==> src/rtl/tmr0_pkg.sv <==
// constants and register map of the timer0 control and compare block
package tmr0_pkg;
    localparam logic [2:0] ADDR_CONTROL  = 3'h0;
    localparam logic [2:0] ADDR_COUNTER  = 3'h1;
    localparam logic [2:0] ADDR_COMPARE  = 3'h2;
    localparam logic [2:0] ADDR_IRQ_MASK = 3'h3;
    localparam logic [2:0] ADDR_FLAGS    = 3'h4;

    localparam int BIT_FORCE    = 7;
    localparam int BIT_WGM_LO   = 6;
    localparam int BIT_COM_HI   = 5;
    localparam int BIT_COM_LO   = 4;
    localparam int BIT_WGM_HI   = 3;
    localparam int BIT_CMP_IRQ  = 1;
    localparam int BIT_OVF_IRQ  = 0;

    localparam logic [7:0] RESET_CONTROL  = 8'h00;
    localparam logic [7:0] RESET_IRQ_MASK = 8'h00;
    localparam logic [7:0] RESET_COUNTER  = 8'h00;
    localparam logic [7:0] RESET_COMPARE  = 8'h00;
    localparam logic [7:0] COUNT_MAX      = 8'hFF;
    localparam logic [7:0] COUNT_BOTTOM   = 8'h00;

    localparam logic [1:0] WGM_NORMAL = 2'h0;
    localparam logic [1:0] WGM_PHASE  = 2'h1;
    localparam logic [1:0] WGM_CTC    = 2'h2;
    localparam logic [1:0] WGM_FAST   = 2'h3;

    localparam logic [1:0] COM_OFF    = 2'h0;
    localparam logic [1:0] COM_TOGGLE = 2'h1;
    localparam logic [1:0] COM_CLEAR  = 2'h2;
    localparam logic [1:0] COM_SET    = 2'h3;

    localparam logic [2:0] CS_STOP  = 3'h0;
    localparam logic [2:0] CS_DIV1  = 3'h1;
    localparam logic [2:0] CS_DIV8  = 3'h2;
    localparam logic [2:0] CS_DIV64 = 3'h3;
    localparam logic [2:0] CS_DIV256  = 3'h4;
    localparam logic [2:0] CS_DIV1024 = 3'h5;
    localparam logic [2:0] CS_EXT_FALL = 3'h6;
    localparam logic [2:0] CS_EXT_RISE = 3'h7;

    localparam logic [9:0] PRESCALE_WRAP = 10'h3FF;
    localparam logic [9:0] TAP8_MASK     = 10'h007;
    localparam logic [9:0] TAP64_MASK    = 10'h03F;
    localparam logic [9:0] TAP256_MASK   = 10'h0FF;
    localparam logic [9:0] TAP1024_MASK  = 10'h3FF;
endpackage

==> src/rtl/tmr0_ctrl.sv <==
// timer0 counter, compare unit, waveform output and register port
//
// Implementation choices: the address map and the address-and-strobe port.
`timescale 1ns/10ps
module tmr0_ctrl (
    // clock and reset
    input  wire logic       sys_clk,
    input  wire logic       nrst,
    // register port
    input  wire logic [2:0] reg_addr,
    input  wire logic [7:0] reg_wdata,
    input  wire logic       reg_wr,
    input  wire logic       reg_rd,
    output logic      [7:0] reg_rdata,
    // core interrupt hooks
    input  wire logic       global_irq_en,
    input  wire logic       cmp_vector_ack,
    input  wire logic       ovf_vector_ack,
    output logic            cmp_irq_req,
    output logic            ovf_irq_req,
    // pins
    input  wire logic       external_count_pin,
    output logic            compare_output_pin,
    output logic            compare_output_override
);
    // register file state
    logic [7:0] ctrl_ff, nxt_ctrl;
    logic [7:0] mask_ff, nxt_mask;
    logic [7:0] cmp_ff, nxt_cmp;
    logic [7:0] cmp_buf_ff, nxt_cmp_buf;
    logic [7:0] rdata_ff, nxt_rdata;
    // counter state
    logic [7:0] cnt_ff, nxt_cnt;
    logic       down_ff, nxt_down;
    logic       block_ff, nxt_block;
    logic       oc_ff, nxt_oc;
    logic       cmpf_ff, nxt_cmpf;
    logic       ovff_ff, nxt_ovff;
    logic       cirq_ff, nxt_cirq;
    logic       oirq_ff, nxt_oirq;
    logic       ovr_ff, nxt_ovr;
    // clock source state
    logic [9:0] pre_ff, nxt_pre;
    logic [2:0] ext_sync_ff, nxt_ext_sync;
    logic       ext_lvl_ff, nxt_ext_lvl;

    logic [1:0] wgm;
    logic [1:0] com;
    logic [2:0] cs;
    logic       is_pwm;
    logic       tick;
    logic       ext_rise;
    logic       ext_fall;
    logic       wr_ctrl;
    logic       wr_cnt;
    logic       force_cmp;
    logic       match;
    logic       cmp_at_top;
    logic       ovf_event;
    logic [7:0] top_val;

    assign wgm    = {ctrl_ff[tmr0_pkg::BIT_WGM_HI],
                     ctrl_ff[tmr0_pkg::BIT_WGM_LO]};
    assign com    = ctrl_ff[tmr0_pkg::BIT_COM_HI:tmr0_pkg::BIT_COM_LO];
    assign cs     = ctrl_ff[2:0];
    assign is_pwm = wgm[0];
    assign wr_ctrl = reg_wr && reg_addr == tmr0_pkg::ADDR_CONTROL;
    assign wr_cnt  = reg_wr && reg_addr == tmr0_pkg::ADDR_COUNTER;
    // strobe acts with the settings already held, not the ones written
    assign force_cmp = wr_ctrl && reg_wdata[tmr0_pkg::BIT_FORCE]
                       && !is_pwm;
    assign top_val = (wgm == tmr0_pkg::WGM_CTC) ? cmp_ff
                                                : tmr0_pkg::COUNT_MAX;

    // external pin: three stages, edge once the last two agree
    always_comb begin
        nxt_ext_sync = {ext_sync_ff[1:0], external_count_pin};
        nxt_ext_lvl  = ext_lvl_ff;
        if (ext_sync_ff[2] == ext_sync_ff[1]) begin
            nxt_ext_lvl = ext_sync_ff[2];
        end
        nxt_pre = pre_ff + 10'h001;
    end
    // pin is read regardless of its port direction
    assign ext_rise = !ext_lvl_ff && nxt_ext_lvl;
    assign ext_fall = ext_lvl_ff && !nxt_ext_lvl;

    always_comb begin
        case (cs)
            tmr0_pkg::CS_STOP:     tick = 1'b0;
            tmr0_pkg::CS_DIV1:     tick = 1'b1;
            tmr0_pkg::CS_DIV8:
                tick = (pre_ff & tmr0_pkg::TAP8_MASK) == tmr0_pkg::TAP8_MASK;
            tmr0_pkg::CS_DIV64:
                tick = (pre_ff & tmr0_pkg::TAP64_MASK)
                       == tmr0_pkg::TAP64_MASK;
            tmr0_pkg::CS_DIV256:
                tick = (pre_ff & tmr0_pkg::TAP256_MASK)
                       == tmr0_pkg::TAP256_MASK;
            tmr0_pkg::CS_DIV1024:
                tick = pre_ff == tmr0_pkg::TAP1024_MASK;
            tmr0_pkg::CS_EXT_FALL: tick = ext_fall;
            tmr0_pkg::CS_EXT_RISE: tick = ext_rise;
            default:               tick = 1'b0;
        endcase
    end

    // compare is evaluated against the active compare value on every tick except the first tick after a counter write
    assign match = tick && !block_ff && cnt_ff == cmp_ff;
    assign cmp_at_top = cmp_ff == tmr0_pkg::COUNT_MAX && com[1];

    // counter, direction, waveform, compare update and overflow event
    always_comb begin
        nxt_cnt   = cnt_ff;
        nxt_down  = down_ff;
        nxt_oc    = oc_ff;
        nxt_cmp   = cmp_ff;
        nxt_block = block_ff;
        ovf_event = 1'b0;
        if (tick) begin
            nxt_block = 1'b0;
            case (wgm)
                tmr0_pkg::WGM_PHASE: begin
                    if (!down_ff && cnt_ff == tmr0_pkg::COUNT_MAX) begin
                        nxt_down = 1'b1;
                        nxt_cnt  = cnt_ff - 8'h01;
                        nxt_cmp  = cmp_buf_ff;
                    end else if (down_ff &&
                                 cnt_ff == tmr0_pkg::COUNT_BOTTOM) begin
                        nxt_down  = 1'b0;
                        nxt_cnt   = cnt_ff + 8'h01;
                        ovf_event = 1'b1;
                    end else if (down_ff) begin
                        nxt_cnt = cnt_ff - 8'h01;
                    end else begin
                        nxt_cnt = cnt_ff + 8'h01;
                    end
                    if (com[1]) begin
                        if (cmp_at_top) begin
                            if (cnt_ff == tmr0_pkg::COUNT_MAX) begin
                                // level at top equals a down-count match
                                nxt_oc = !com[0];
                            end
                        end else if (match) begin
                            // bottom turns upward, so it acts as up-count
                            nxt_oc = com[0] ^ (down_ff && cnt_ff
                                     != tmr0_pkg::COUNT_BOTTOM);
                        end
                    end
                end
                tmr0_pkg::WGM_FAST: begin
                    nxt_down = 1'b0;
                    if (cnt_ff == tmr0_pkg::COUNT_MAX) begin
                        nxt_cnt   = tmr0_pkg::COUNT_BOTTOM;
                        nxt_cmp   = cmp_buf_ff;
                        ovf_event = 1'b1;
                        if (com[1]) begin
                            nxt_oc = !com[0];
                        end
                    end else begin
                        nxt_cnt = cnt_ff + 8'h01;
                    end
                    if (match && com[1] && !cmp_at_top) begin
                        nxt_oc = com[0];
                    end
                end
                default: begin
                    nxt_down = 1'b0;
                    if (cnt_ff == top_val) begin
                        nxt_cnt = tmr0_pkg::COUNT_BOTTOM;
                    end else begin
                        nxt_cnt = cnt_ff + 8'h01;
                    end
                    if (cnt_ff == tmr0_pkg::COUNT_MAX) begin
                        ovf_event = 1'b1;
                    end
                end
            endcase
        end
        // non-PWM action shared by real and forced matches
        if (!is_pwm && (match || force_cmp)) begin
            case (com)
                tmr0_pkg::COM_TOGGLE: nxt_oc = !oc_ff;
                tmr0_pkg::COM_CLEAR:  nxt_oc = 1'b0;
                tmr0_pkg::COM_SET:    nxt_oc = 1'b1;
                default:              nxt_oc = oc_ff;
            endcase
        end
        if (!is_pwm) begin
            nxt_cmp = cmp_buf_ff;
        end
        if (wr_cnt) begin
            nxt_cnt   = reg_wdata;
            nxt_block = 1'b1;
        end
    end

    // flags: set beats clear
    always_comb begin
        nxt_cmpf = cmpf_ff;
        nxt_ovff = ovff_ff;
        if (cmp_vector_ack) begin
            nxt_cmpf = 1'b0;
        end
        if (ovf_vector_ack) begin
            nxt_ovff = 1'b0;
        end
        if (reg_wr && reg_addr == tmr0_pkg::ADDR_FLAGS) begin
            if (reg_wdata[tmr0_pkg::BIT_CMP_IRQ]) begin
                nxt_cmpf = 1'b0;
            end
            if (reg_wdata[tmr0_pkg::BIT_OVF_IRQ]) begin
                nxt_ovff = 1'b0;
            end
        end
        if (match) begin
            nxt_cmpf = 1'b1;
        end
        if (ovf_event) begin
            nxt_ovff = 1'b1;
        end
        nxt_cirq = mask_ff[tmr0_pkg::BIT_CMP_IRQ] && global_irq_en
                   && cmpf_ff;
        nxt_oirq = mask_ff[tmr0_pkg::BIT_OVF_IRQ] && global_irq_en
                   && ovff_ff;
        nxt_ovr  = com != tmr0_pkg::COM_OFF;
    end

    // register writes and read data
    always_comb begin
        nxt_ctrl    = ctrl_ff;
        nxt_mask    = mask_ff;
        nxt_cmp_buf = cmp_buf_ff;
        nxt_rdata   = 8'h00;
        if (wr_ctrl) begin
            nxt_ctrl = {1'b0, reg_wdata[6:0]};
        end
        if (reg_wr && reg_addr == tmr0_pkg::ADDR_COMPARE) begin
            nxt_cmp_buf = reg_wdata;
        end
        if (reg_wr && reg_addr == tmr0_pkg::ADDR_IRQ_MASK) begin
            nxt_mask = reg_wdata;
        end
        if (reg_rd) begin
            case (reg_addr)
                tmr0_pkg::ADDR_CONTROL:  nxt_rdata = ctrl_ff;
                tmr0_pkg::ADDR_COUNTER:  nxt_rdata = cnt_ff;
                tmr0_pkg::ADDR_COMPARE:  nxt_rdata = cmp_buf_ff;
                tmr0_pkg::ADDR_IRQ_MASK: nxt_rdata = mask_ff;
                tmr0_pkg::ADDR_FLAGS:    nxt_rdata = {6'h00, cmpf_ff, ovff_ff};
                default:                 nxt_rdata = 8'h00;
            endcase
        end
    end

    always_ff @(posedge sys_clk) begin
        if (!nrst) begin
            ctrl_ff     <= tmr0_pkg::RESET_CONTROL;
            mask_ff     <= tmr0_pkg::RESET_IRQ_MASK;
            cmp_ff      <= tmr0_pkg::RESET_COMPARE;
            cmp_buf_ff  <= tmr0_pkg::RESET_COMPARE;
            rdata_ff    <= 8'h00;
            cnt_ff      <= tmr0_pkg::RESET_COUNTER;
            down_ff     <= 1'b0;
            block_ff    <= 1'b0;
            oc_ff       <= 1'b0;
            cmpf_ff     <= 1'b0;
            ovff_ff     <= 1'b0;
            cirq_ff     <= 1'b0;
            oirq_ff     <= 1'b0;
            ovr_ff      <= 1'b0;
            pre_ff      <= 10'h000;
            ext_sync_ff <= 3'h0;
            ext_lvl_ff  <= 1'b0;
        end else begin
            ctrl_ff     <= nxt_ctrl;
            mask_ff     <= nxt_mask;
            cmp_ff      <= nxt_cmp;
            cmp_buf_ff  <= nxt_cmp_buf;
            rdata_ff    <= nxt_rdata;
            cnt_ff      <= nxt_cnt;
            down_ff     <= nxt_down;
            block_ff    <= nxt_block;
            oc_ff       <= nxt_oc;
            cmpf_ff     <= nxt_cmpf;
            ovff_ff     <= nxt_ovff;
            cirq_ff     <= nxt_cirq;
            oirq_ff     <= nxt_oirq;
            ovr_ff      <= nxt_ovr;
            pre_ff      <= nxt_pre;
            ext_sync_ff <= nxt_ext_sync;
            ext_lvl_ff  <= nxt_ext_lvl;
        end
    end

    assign reg_rdata               = rdata_ff;
    assign cmp_irq_req             = cirq_ff;
    assign ovf_irq_req             = oirq_ff;
    assign compare_output_pin      = oc_ff;
    assign compare_output_override = ovr_ff;
endmodule

==> config.mk <==
export PLATFORM = sky130hd
export DESIGN_NAME = tmr0_ctrl
export DESIGN_NICKNAME = d
export VERILOG_FILES = /design/src/rtl/tmr0_pkg.sv /design/src/rtl/tmr0_ctrl.sv
export SDC_FILE = /design/constraint.sdc
export NUM_CORES = 1
export LEC_CHECK = 0
export ABC_AREA = 1
export BUFFER_PORTS_ARGS = -buffer_cell sky130_fd_sc_hd__buf_2
export CORE_ASPECT_RATIO = 2
export CORE_UTILIZATION = 64
export CTS_BUF_LIST = sky130_fd_sc_hd__clkbuf_8 sky130_fd_sc_hd__clkbuf_16
export DETAILED_ROUTE_END_ITERATION = 12
export PLACE_DENSITY_LB_ADDON = 0.15
export SETUP_SLACK_MARGIN = 0.3
export SYNTH_ARGS = -nofsm -noshare
export SYNTH_HDL_FRONTEND = slang
export SYNTH_SLANG_ARGS = --single-unit
==> constraint.sdc <==
create_clock -name sys_clk -period 3.5 [get_ports sys_clk]
set_input_delay 0.175 -clock sys_clk [delete_from_list [all_inputs] [get_ports sys_clk]]
set_output_delay 0.175 -clock sys_clk [all_outputs]
set_load 0.01 [all_outputs]
# Word-level counts from Yosys, hierarchy flattened
# Index checks and enable logic that the tools add are counted.
dict set report totals {
  regBits 69
  latch_bits 0
  mem_bits_rw 0
  rom_bits 0
  input_bits 19
  output_inout_bits 12
  wordCells 147
  memories 0
}
dict set report classes {
  add_sub_neg 3
  multipliers 0
  div 0
  order_cmp 0
  n_eq_ne 37
  shifts 0
  mux 46
  n_bitwise 1
  reduce_logical 43
}
# operator count
set ops {}
lappend ops {{2-to-1 mux 8 bit} 12}
lappend ops {{case mux 8 bit (5 select lines)} 1}
lappend ops {{case mux 8 bit (2 select lines)} 2}
lappend ops {{2-to-1 mux 1 bit} 28}
lappend ops {{equality test 8 bit, second input constant} 3}
lappend ops {{logical AND 1 bit} 22}
lappend ops {{equality test 3 bit, second input constant} 6}
lappend ops {{equality test 8 bit} 2}
lappend ops {{inequality test 4 bit, second input constant} 4}
lappend ops {{equality test 3 x 2 -> 1 bit, second input constant} 4}
lappend ops {{inequality test 3 bit, second input constant} 4}
lappend ops {{adder 10 x 1 -> 10 bit, second input constant} 1}
lappend ops {{equality test 10 bit, second input constant} 1}
lappend ops {{adder 8 x 1 -> 8 bit, second input constant} 1}
lappend ops {{equality test 2 bit, second input constant} 4}
lappend ops {{zero test 1 bit} 8}
lappend ops {{zero test 8 bit} 1}
lappend ops {{case mux 1 bit (8 select lines)} 1}
lappend ops {{AND reduction 8 bit} 1}
lappend ops {{nonzero test 8 bit} 1}
lappend ops {{subtractor 8 x 1 -> 8 bit, second input constant} 1}
lappend ops {{equality test 3 x 1 -> 1 bit, second input constant} 2}
lappend ops {{equality test 6 bit, second input constant} 1}
lappend ops {{zero test 3 bit} 2}
lappend ops {{13 further kinds} 17}

# Depth between registers and ports, before layout
# Gate-level depths: netlist of the first run.
dict set report depth {
  word_depth 13
  depth_mapped 15
  ltp_nobuf 14
}

# Worst setup path before layout of the first run
# No wires, ideal clock.
dict set report synth_timing {
  kind {reg2reg}
  startpoint {register pre_ff[0]}
  endpoint {register cnt_ff[5]}
  setup_ps 119
  t_arrival_ps 1555
  required_ps 3381
  setup_slack_ps 1826
  path_stages_with_launch 11
  n_path_buf 0
  synth_period_minus_slack_ps 1674
  path_cell_list {dfxtp_1 > ha_1 > ha_1 > nand2_1 > a21oi_1 > nand2_1 > nand3_2 > nor2_1 > inv_1 > o221ai_1 > nor2_1}
}
dict set report synth_via {
  elab_chain_len 3
  word_cells_on_any_way 6
  cone_classes {eq/ne: 4; mux: 1; reduce/logical: 1}
}
# item line_no
set synth_lines {}
lappend synth_lines {{from (decl)} tmr0_ctrl.sv:43} ;# logic [9:0] pre_ff, nxt_pre;
lappend synth_lines {{from (signal assigned)} tmr0_ctrl.sv:290} ;# pre_ff <= nxt_pre;
lappend synth_lines {{equality test 10 bit (tied with other cells)} tmr0_ctrl.sv:101} ;# tick = pre_ff == tmr0_pkg::TAP1024_MASK;
lappend synth_lines {{case mux 1 bit (8 select lines) *} tmr0_ctrl.sv:89} ;# case (cs)
lappend synth_lines {{nonzero test 2 bit (no source line) *} n/a}
lappend synth_lines {{to (signal assigned)} tmr0_ctrl.sv:263} ;# cnt_ff <= tmr0_pkg::RESET_COUNTER;
lappend synth_lines {{to (signal assigned)} tmr0_ctrl.sv:281} ;# cnt_ff <= nxt_cnt;
lappend synth_lines {{to (decl)} tmr0_ctrl.sv:33} ;# logic [7:0] cnt_ff, nxt_cnt;
# Mark *: on every way between the ends. The rest lies on a longest branch, timed or not.
# A chain may end at the register's enable or synchronous reset.

# Worst setup path after layout of the first run
dict set report layout_timing {
  startpoint {register cnt_ff[0]}
  endpoint {register cmp_ff[0]}
}
dict set report layout_via {
  elab_chain_len 4
  word_cells_on_any_way 5
  cone_classes {eq/ne: 3; reduce/logical: 2}
}
# item line_no
set layout_lines {}
lappend layout_lines {{equality test 8 bit *} {tmr0_ctrl.sv:124, tmr0_ctrl.sv:153}}
lappend layout_lines {{logical AND 1 bit} tmr0_ctrl.sv:124} ;# if (!down_ff && cnt_ff == tmr0_pkg::COUNT_MAX) begin
lappend layout_lines {{inequality test 3 bit (no source line)} n/a}
lappend layout_lines {{AND reduction 4 bit (no source line) *} n/a}
lappend layout_lines {{to (signal assigned)} tmr0_ctrl.sv:260} ;# cmp_ff <= tmr0_pkg::RESET_COMPARE;
lappend layout_lines {{to (signal assigned)} tmr0_ctrl.sv:278} ;# cmp_ff <= nxt_cmp;
lappend layout_lines {{to (decl)} tmr0_ctrl.sv:29} ;# logic [7:0] cmp_ff, nxt_cmp;
# Marks and branches as above.

==> results of run 1 <==
[layout make-up]
type / count / area, um^2 / share of cell area (%)
Timing Repair Buffer: 32 / 167.7 / 4.185
Clock buffer: 9 / 123.9 / 3.092
Tap cell: 60 / 75.07 / 1.874
Multi-Input combinational cell: 375 / 1929 / 48.16
Inverter: 72 / 271.5 / 6.777
Clock inverter: 7 / 57.56 / 1.437
Sequential cell: 69 / 1381 / 34.48
[flip-flops by register name, indices dropped and copies added (netlist names), 3 cells and up]
| register | flops |
|---|---|
| cmp_buf_ff | 8 |
| cnt_ff | 8 |
| ctrl_ff | 7 |
| reg_rdata | 8 |
| cmp_ff | 8 |
| ext_sync_ff | 3 |
| mask_ff | 8 |
| pre_ff | 10 |
[cells in the mapped netlist, drive strengths merged]
| cell type | instances |
|---|---|
| a21oi | 46 |
| or2 | 1 |
| a22oi | 1 |
| nand3 | 32 |
| xnor2 | 3 |
| clkbuf | 6 |
| nand4 | 6 |
| dfxtp | 69 |
| ha | 5 |
| a221oi | 7 |
| nor3 | 7 |
| o211ai | 2 |
| xor2 | 10 |
| inv | 71 |
| nand2 | 102 |
| o21ai | 57 |
| a211oi | 2 |
| o21a | 1 |
| o221ai | 5 |
| o22ai | 6 |
| clkinv | 1 |
| nor2 | 75 |
| buf | 7 |
| a31oi | 2 |
| o21ba | 1 |
| nand3b | 1 |
| a31o | 1 |
| o21bai | 2 |
[metrics by stage]
step / utilization [%] / hold slack (ns)
final: 73.27 / 0.06625
after global routing: 73.27 / 0.08277
after CTS: 73.27 / 0.05550
after detailed placement: 69.77 / 0.3625
after global placement: 69.77 / 0.3552
after floorplan: - / 0.2726
[worst max-delay path by stage]
stage | cells past startpoint | start | to
5_1_grt | 10 | cnt_ff[0] | cmp_ff[0]
3_3_place_gp | 10 | cnt_ff[0] | cmp_ff[2]
4_1_cts | 10 | cnt_ff[0] | cmp_ff[2]
3_5_place_dp | 10 | cnt_ff[0] | cmp_ff[2]
6_report | 10 | cnt_ff[0] | cmp_ff[0]
2_1_floorplan | 10 | pre_ff[0] | cnt_ff[5]
[cells by family after synthesis]
family | synth area share [%]
and+or+nand+nor | 27.11
AOI/OAI and AO/OA | 20.97
buffers and inverters | 9.197
DFF | 37.89
xor gates and xnor gates | 3.123
adders and majority gates | 1.716
[power by group through the flow]
stage	clock network [mW]	logic, mW	registers [mW]
floorplan	0	0.148	0.843
global placement	0	0.198	0.859
detailed placement	0	0.200	0.859
CTS	0.614	0.203	0.841
global route	0.641	0.226	0.846
finish	0.609	0.210	0.843
[per-layer routing]
| layer | global-route usage, % | wire length, um | vias up |
|---|---|---|---|
| met2 | 71.51 | 5992 | 184 |
| met5 | 0 | 0 | - |
| li1 | - | - | 1811 |
| met4 | 34.46 | 897 | 0 |
| met3 | 7.592 | 685 | 70 |
| met1 | 36.40 | 3800 | 1729 |
[critical path, delay by kind of cell, from the launching register on]
| family | cells | cell delay [ns] |
|---|---|---|
| and+or+nand+nor | 5 | 0.82 |
| AOI/OAI and AO/OA | 3 | 0.58 |
| DFF | 1 | 0.54 |
| adders and majority gates | 1 | 0.27 |
| buffers and inverters | 1 | 0.08 |
[placed cells by master, fill, tap and decap left out, types with 3 or more instances in the layout]
master and n:
nand2_2 7, xor2_1 10, nor2_2 7, o21ai_0 48
o21ai_1 8, buf_2 30, nor2_1 65, dfxtp_1 69
clkinvlp_4 3, nand2_1 95, nand4_1 6, nor2_4 3
ha_1 5, xnor2_1 3, inv_2 10, clkbuf_8 9
nand3_1 30, a221oi_1 7, o22ai_1 6, inv_1 61
o221ai_1 5, inv_6 4, nor3_1 5, a21oi_1 45
==> impl_metrics.ini, run 1 <==
[outcome]
status = finished clean

[setup_path]
cp_data_arrival_time_ns = 2.65
cp_slowest_cell = dfxtp_1
crit_fanout = 14
slowest_delay_ns = 0.54
reg2regPathDepth = 10
ff2ff_setup_slack_ns = 1.10
critPathKind = flip-flop to flip-flop
crit_path_start_kind = flip-flop
end_kind = flip-flop
reg2reg_from = cnt_ff[0]
r2r_end = cmp_ff[0]
path_cells = ha_1 > nand2_1 > nor2_2 > nand2_2 > clkinv_2 > nor2_1 > o21ai_1 > nand2_1 > o21ai_0 > a21oi_1
worstPathRequired_ns = 3.75
critPathMostFrequentCell = nand2_1

[sta]
slew_headroom_pct = 57.18
setup_viol = 0
fin_setup_tns_ns = 0
fin_crit_sh_pct = 68.62
report.final.slew_viol_count = 0
final-hold-violation-count = 0
max_freq_mhz = 416.4
tightest_slew_ns = 0.6416
setup_ws_ns = 1.098
fin_worst_skew_ns = 0.01146
layout_min_cycle_time_ns = 2.402
rsz0062_at_grt = false

[final_layout]
nets = 583
drive_gt1_share_pct = 14.89
area_delta_synth_final_pct = 9.883
antenna_cells = 0
fill_cells = 471
design_area_um2 = 4006
final_cells = 624

[floorplan]
dieArea_um2 = 6021
coreArea_um2 = 5468
rows = 38
die_h_um = 108.7
die_x_um = 55.37
start_util_pct = 66.68
ios = 31

[clock_tree]
insertion_delay_ns = 0.37
postCtsSetupBuffers = 0
h-tree-depth = 3
clk_path_buf_depth = 2
cts_buffers = 9
postCtsHoldBufs = 1
root_buffer = clkbuf_8
ctsResizeCount = 0
cts_tree = done
cts_sinks = 69
path_clk_slew_ns = 0.09

[logic_synthesis]
synthesis.area_um2 = 3646
synth_nets = 553
synth_area_leaders = dfxtp_1 38%, nand2_1 9.8%, nor2_1 6.7%, o21ai_0 6.6%, inv_1 6.3%
seq_area_frac_synth_pct = 37.89
synth_area_leader_cell = dfxtp_1
ys_seq_elements = 69
synth_cells = 529
syn_avg_cell_area_um2 = 6.892
synth_top_area_share_pct = 37.89
ys_types = 39
yosysWarnings = 0

[power]
power_density_nw_per_um2 = 414.9
p_sw_share_pct = 31.29
clkPwrFrac_pct = 36.7
p_int_mw = 1.142
leakagePower_nw = 1.711
power_frac_comb_pct = 12.6
power.switching_mw = 0.5201
vdd_drop_max_v = 0.0004367
seqPwrFrac_pct = 50.7
total_power_mw = 1.662

[global_routing]
grt_antenna_before_repair = 0
grt_pass1_wl_um = 17600
grt_max_degree = 45
grt_pass1_vias = 3655
grt_usage_pct = 39.23
grt_remaining_overflow = 0

[placed_design]
routabilityCongestion = 1.023
portBuffers = 30
pre_cts_slack_ns = 1.194
placed_cells_incl_taps = 607
post-dp-hpwl_um = 8537
post_dp_cell_area_um2 = 3815

[worst_hold_path]
hp-class = input pin to flip-flop
whs_path_depth = 3
hold_end = ovf_irq_req
holdCritStartpoint = global_irq_en

[routing]
wl_per_cell_um = 18.23
routed-via-count = 3794
drtIter0Drc = 310
drc_errors = 0
dr.pass1.iters = 7
routed_wl_um = 11380
via_per_inst = 6.080
ant_nets = 0

[run]
maxCapViolations = 0
Note: power is estimated with default switching activity, not from simulation.
==> run 2, diff against run 1 <==
--- a/config.mk
+++ b/config.mk
@@ -5,10 +5,10 @@
 export SDC_FILE = /design/constraint.sdc
 export NUM_CORES = 1
 export LEC_CHECK = 0
-export ABC_AREA = 1
+export ABC_AREA = 0
 export BUFFER_PORTS_ARGS = -buffer_cell sky130_fd_sc_hd__buf_2
 export CORE_ASPECT_RATIO = 2
-export CORE_UTILIZATION = 64
+export CORE_UTILIZATION = 54
 export CTS_BUF_LIST = sky130_fd_sc_hd__clkbuf_8 sky130_fd_sc_hd__clkbuf_16
 export DETAILED_ROUTE_END_ITERATION = 12
 export PLACE_DENSITY_LB_ADDON = 0.15
==> constraint.sdc (replaced) <==
create_clock -name sys_clk -period 2 [get_ports sys_clk]
set_input_delay 0.1 -clock sys_clk [delete_from_list [all_inputs] [get_ports sys_clk]]
set_output_delay 0.1 -clock sys_clk [all_outputs]
set_load 0.01 [all_outputs]
==> impl_metrics.ini, run 2 <==
[floorplan]
start_util_pct = 56.56
dieArea_um2 = 7349
rows = 42
ios = 31
coreArea_um2 = 6674
die_x_um = 61.12
die_h_um = 120.2

[logic_synthesis]
synth_area_leaders = dfxtp_1 37%, mux2i_1 8.5%, nand2_1 4.8%, nor2b_1 4.0%, a21boi_0 3.6%
synthesis.area_um2 = 3775
synthMuxAreaShare_pct = 9.977
async_reset_ff_share_pct = 0
synthSimpleGateAreaFrac_pct = 27.58
synth_compound_area_share_pct = 17.07
ys_types = 65
synth_top_area_share_pct = 36.59
synth_top_family_by_area = simple AND/OR/NAND/NOR gates
syn_avg_cell_area_um2 = 8.560
seq_area_frac_synth_pct = 36.59
synth_cells = 441
yosysWarnings = 0
synth_adder_area_share_pct = 1.657
synth_nets = 465
ys_seq_elements = 69
synth_area_leader_cell = dfxtp_1
synth-main-ff-cell = dfxtp_1
yosysMostFrequentCell = dfxtp_1
synth-edff-count = 0
synth_xor_area_share_pct = 3.248
yosys-top-cells-count = 69 x dfxtp_1, 48 x nand2_1, 32 x mux2i_1

[global_routing]
grt_pass1_wl_um = 18360
grt_max_degree = 36
grt_pass1_vias = 3744
grt_usage_pct = 35.02
grt_remaining_overflow = 0
grt_antenna_before_repair = 0

[final_layout]
largest_register_ff_count = 10
area_delta_synth_final_pct = 40.60
fill_cells = 459
antenna_cells = 0
mostFrequentLayoutCells = 90 x buf_4, 58 x dfxtp_1, 47 x nand2_1, 30 x mux2i_1, 30 x buf_2
final_common_cell = buf_4
drive_gt1_share_pct = 37.08
design_area_um2 = 5308
final_cells = 649
final_core_utilization_pct = 79.53
nets = 580
largest_register = pre_ff

[placed_design]
routabilityCongestion = 0.9734
post_dp_cell_area_um2 = 4658
post-dp-hpwl_um = 8749
placed_cells_incl_taps = 619
pre_cts_slack_ns = -0.3452
portBuffers = 30

[routing]
wl_per_cell_um = 18.44
ant_nets = 0
drc_errors = 0
routed-via-count = 3797
routed_wl_um = 11970
via_per_inst = 5.851
dr.pass1.iters = 5
drtIter0Drc = 218

[sta]
slew_headroom_pct = 68.08
setup_ws_ns = -0.2523
fin_crit_sh_pct = 112.6
fin_worst_skew_ns = 0.003914
max_freq_mhz = 444.0
layout_min_cycle_time_ns = 2.252
rsz0062_at_grt = true
report.final.slew_viol_count = 0
final-hold-violation-count = 0
timing.hold.ws_ns = 0.03320
tightest_slew_ns = 0.4721
setup_viol = 20

[setup_path]
critPathKind = flip-flop to flip-flop
end_kind = flip-flop
worstPathRequired_ns = 2.27
crit_fanout = 6
cp_data_arrival_time_ns = 2.53
crit_path_start_kind = flip-flop

[clock_tree]
h-tree-depth = 3
cts_tree = done
clk_path_buf_depth = 2
cts_buffers = 9
path_clk_slew_ns = 0.06
root_buffer = clkbuf_16
insertion_delay_ns = 0.34
cts_sinks = 69

[power]
leakagePower_nw = 2.199
vdd_drop_max_v = 0.0008899
power_density_nw_per_um2 = 662.9

[outcome]
status = complete, but fails checks
violations = setup timing

[worst_hold_path]
hp-class = input pin to flip-flop

[run]
maxCapViolations = 0
[run 2: cell count changes in the layout (fill, tap and decap cells not counted), sizes merged, moves of 8 or more]
cell    before  now
nand3       32   19
xor2        10    2
mux2i        0   32
a21boi       0   18
nor2b        0   24
inv         75    7
o21ai       57   19
and2         0   20
xnor2        3   12
nor2        75   23
nand2      102   48
a21oi       46   17
buf         31  132
[run 2: critical path, stage by stage, from the launching register on]
cell,delay [ns]
dfxtp_2,0.35
ha_4,0.16
nand4_1,0.13
a2111o_1,0.36
o311a_4,0.17
buf_12,0.15
buf_4,0.14
nor4b_1,0.47
o21ai_0,0.14
a21oi_1,0.13
[run 2: what timing repair did]
action                     4_1_cts  5_1_grt
setup endpoints to repair       21       21
hold endpoints to repair         1        0
gates resized for setup         45       17
pin swaps                       25       10
hold buffers                     1        0
buffers inserted                 7        6
[run 2: area by class of cell]
type | instances | area (um^2) | share of cell area [%]
timing repair buffer | 133 | 997.2 | 18.79
clock buffer | 9 | 225.2 | 4.243
inverter | 6 | 22.52 | 0.4243
clock inverter | 7 | 73.82 | 1.391
sequential | 69 | 1400 | 26.38
tap | 88 | 110.1 | 2.075
multi-input combinational | 337 | 2479 | 46.70
[run 2: path summary, 6_finish.rpt]
| path | startpoint | to | slack (ns) | cells after the start |
|---|---|---|---|---|
| worst min-delay path | cmp_vector_ack | cmpf_ff | 0.03 | 3 |
| worst max register to register | pre_ff[1] | cnt_ff[7] | -0.25 | 9 |
| worst max-delay path | pre_ff[1] | cnt_ff[7] | -0.25 | 9 |
| worst min register to register | ext_sync_ff[0] | ext_sync_ff[1] | 0.45 | 1 |
[run 2: logic make-up after synthesis]
group,after synthesis
mux,36
flops,69
xor+xnor,14
fa+ha+maj,5
buf+inv,35
simple gates,187
compound gates,95
[run 2: stage by stage]
step	total power [mW]	setup TNS, ns
3_3_place_gp	1.855	-3.664
2_1_floorplan	1.698	-2.664
3_5_place_dp	1.860	-3.927
4_1_cts	3.500	-2.012
6_report	3.518	-2.587
5_1_grt	3.628	-4.240
[run 2: where the power goes]
group | switching, mW | internal [mW] | leakage (nW) | total (mW)
registers | 0.0319 | 1.41 | 0.564 | 1.44
clock network | 0.632 | 0.968 | 0.146 | 1.60
logic | 0.238 | 0.243 | 1.49 | 0.481
[run 2: routing by layer]
layer	global-route usage, %	wire [um]	up-vias
met5	0	0	-
met4	18.32	575	0
met1	35.71	4306	1814
met2	62.77	6581	126
met3	7.273	504	41
li1	-	-	1816
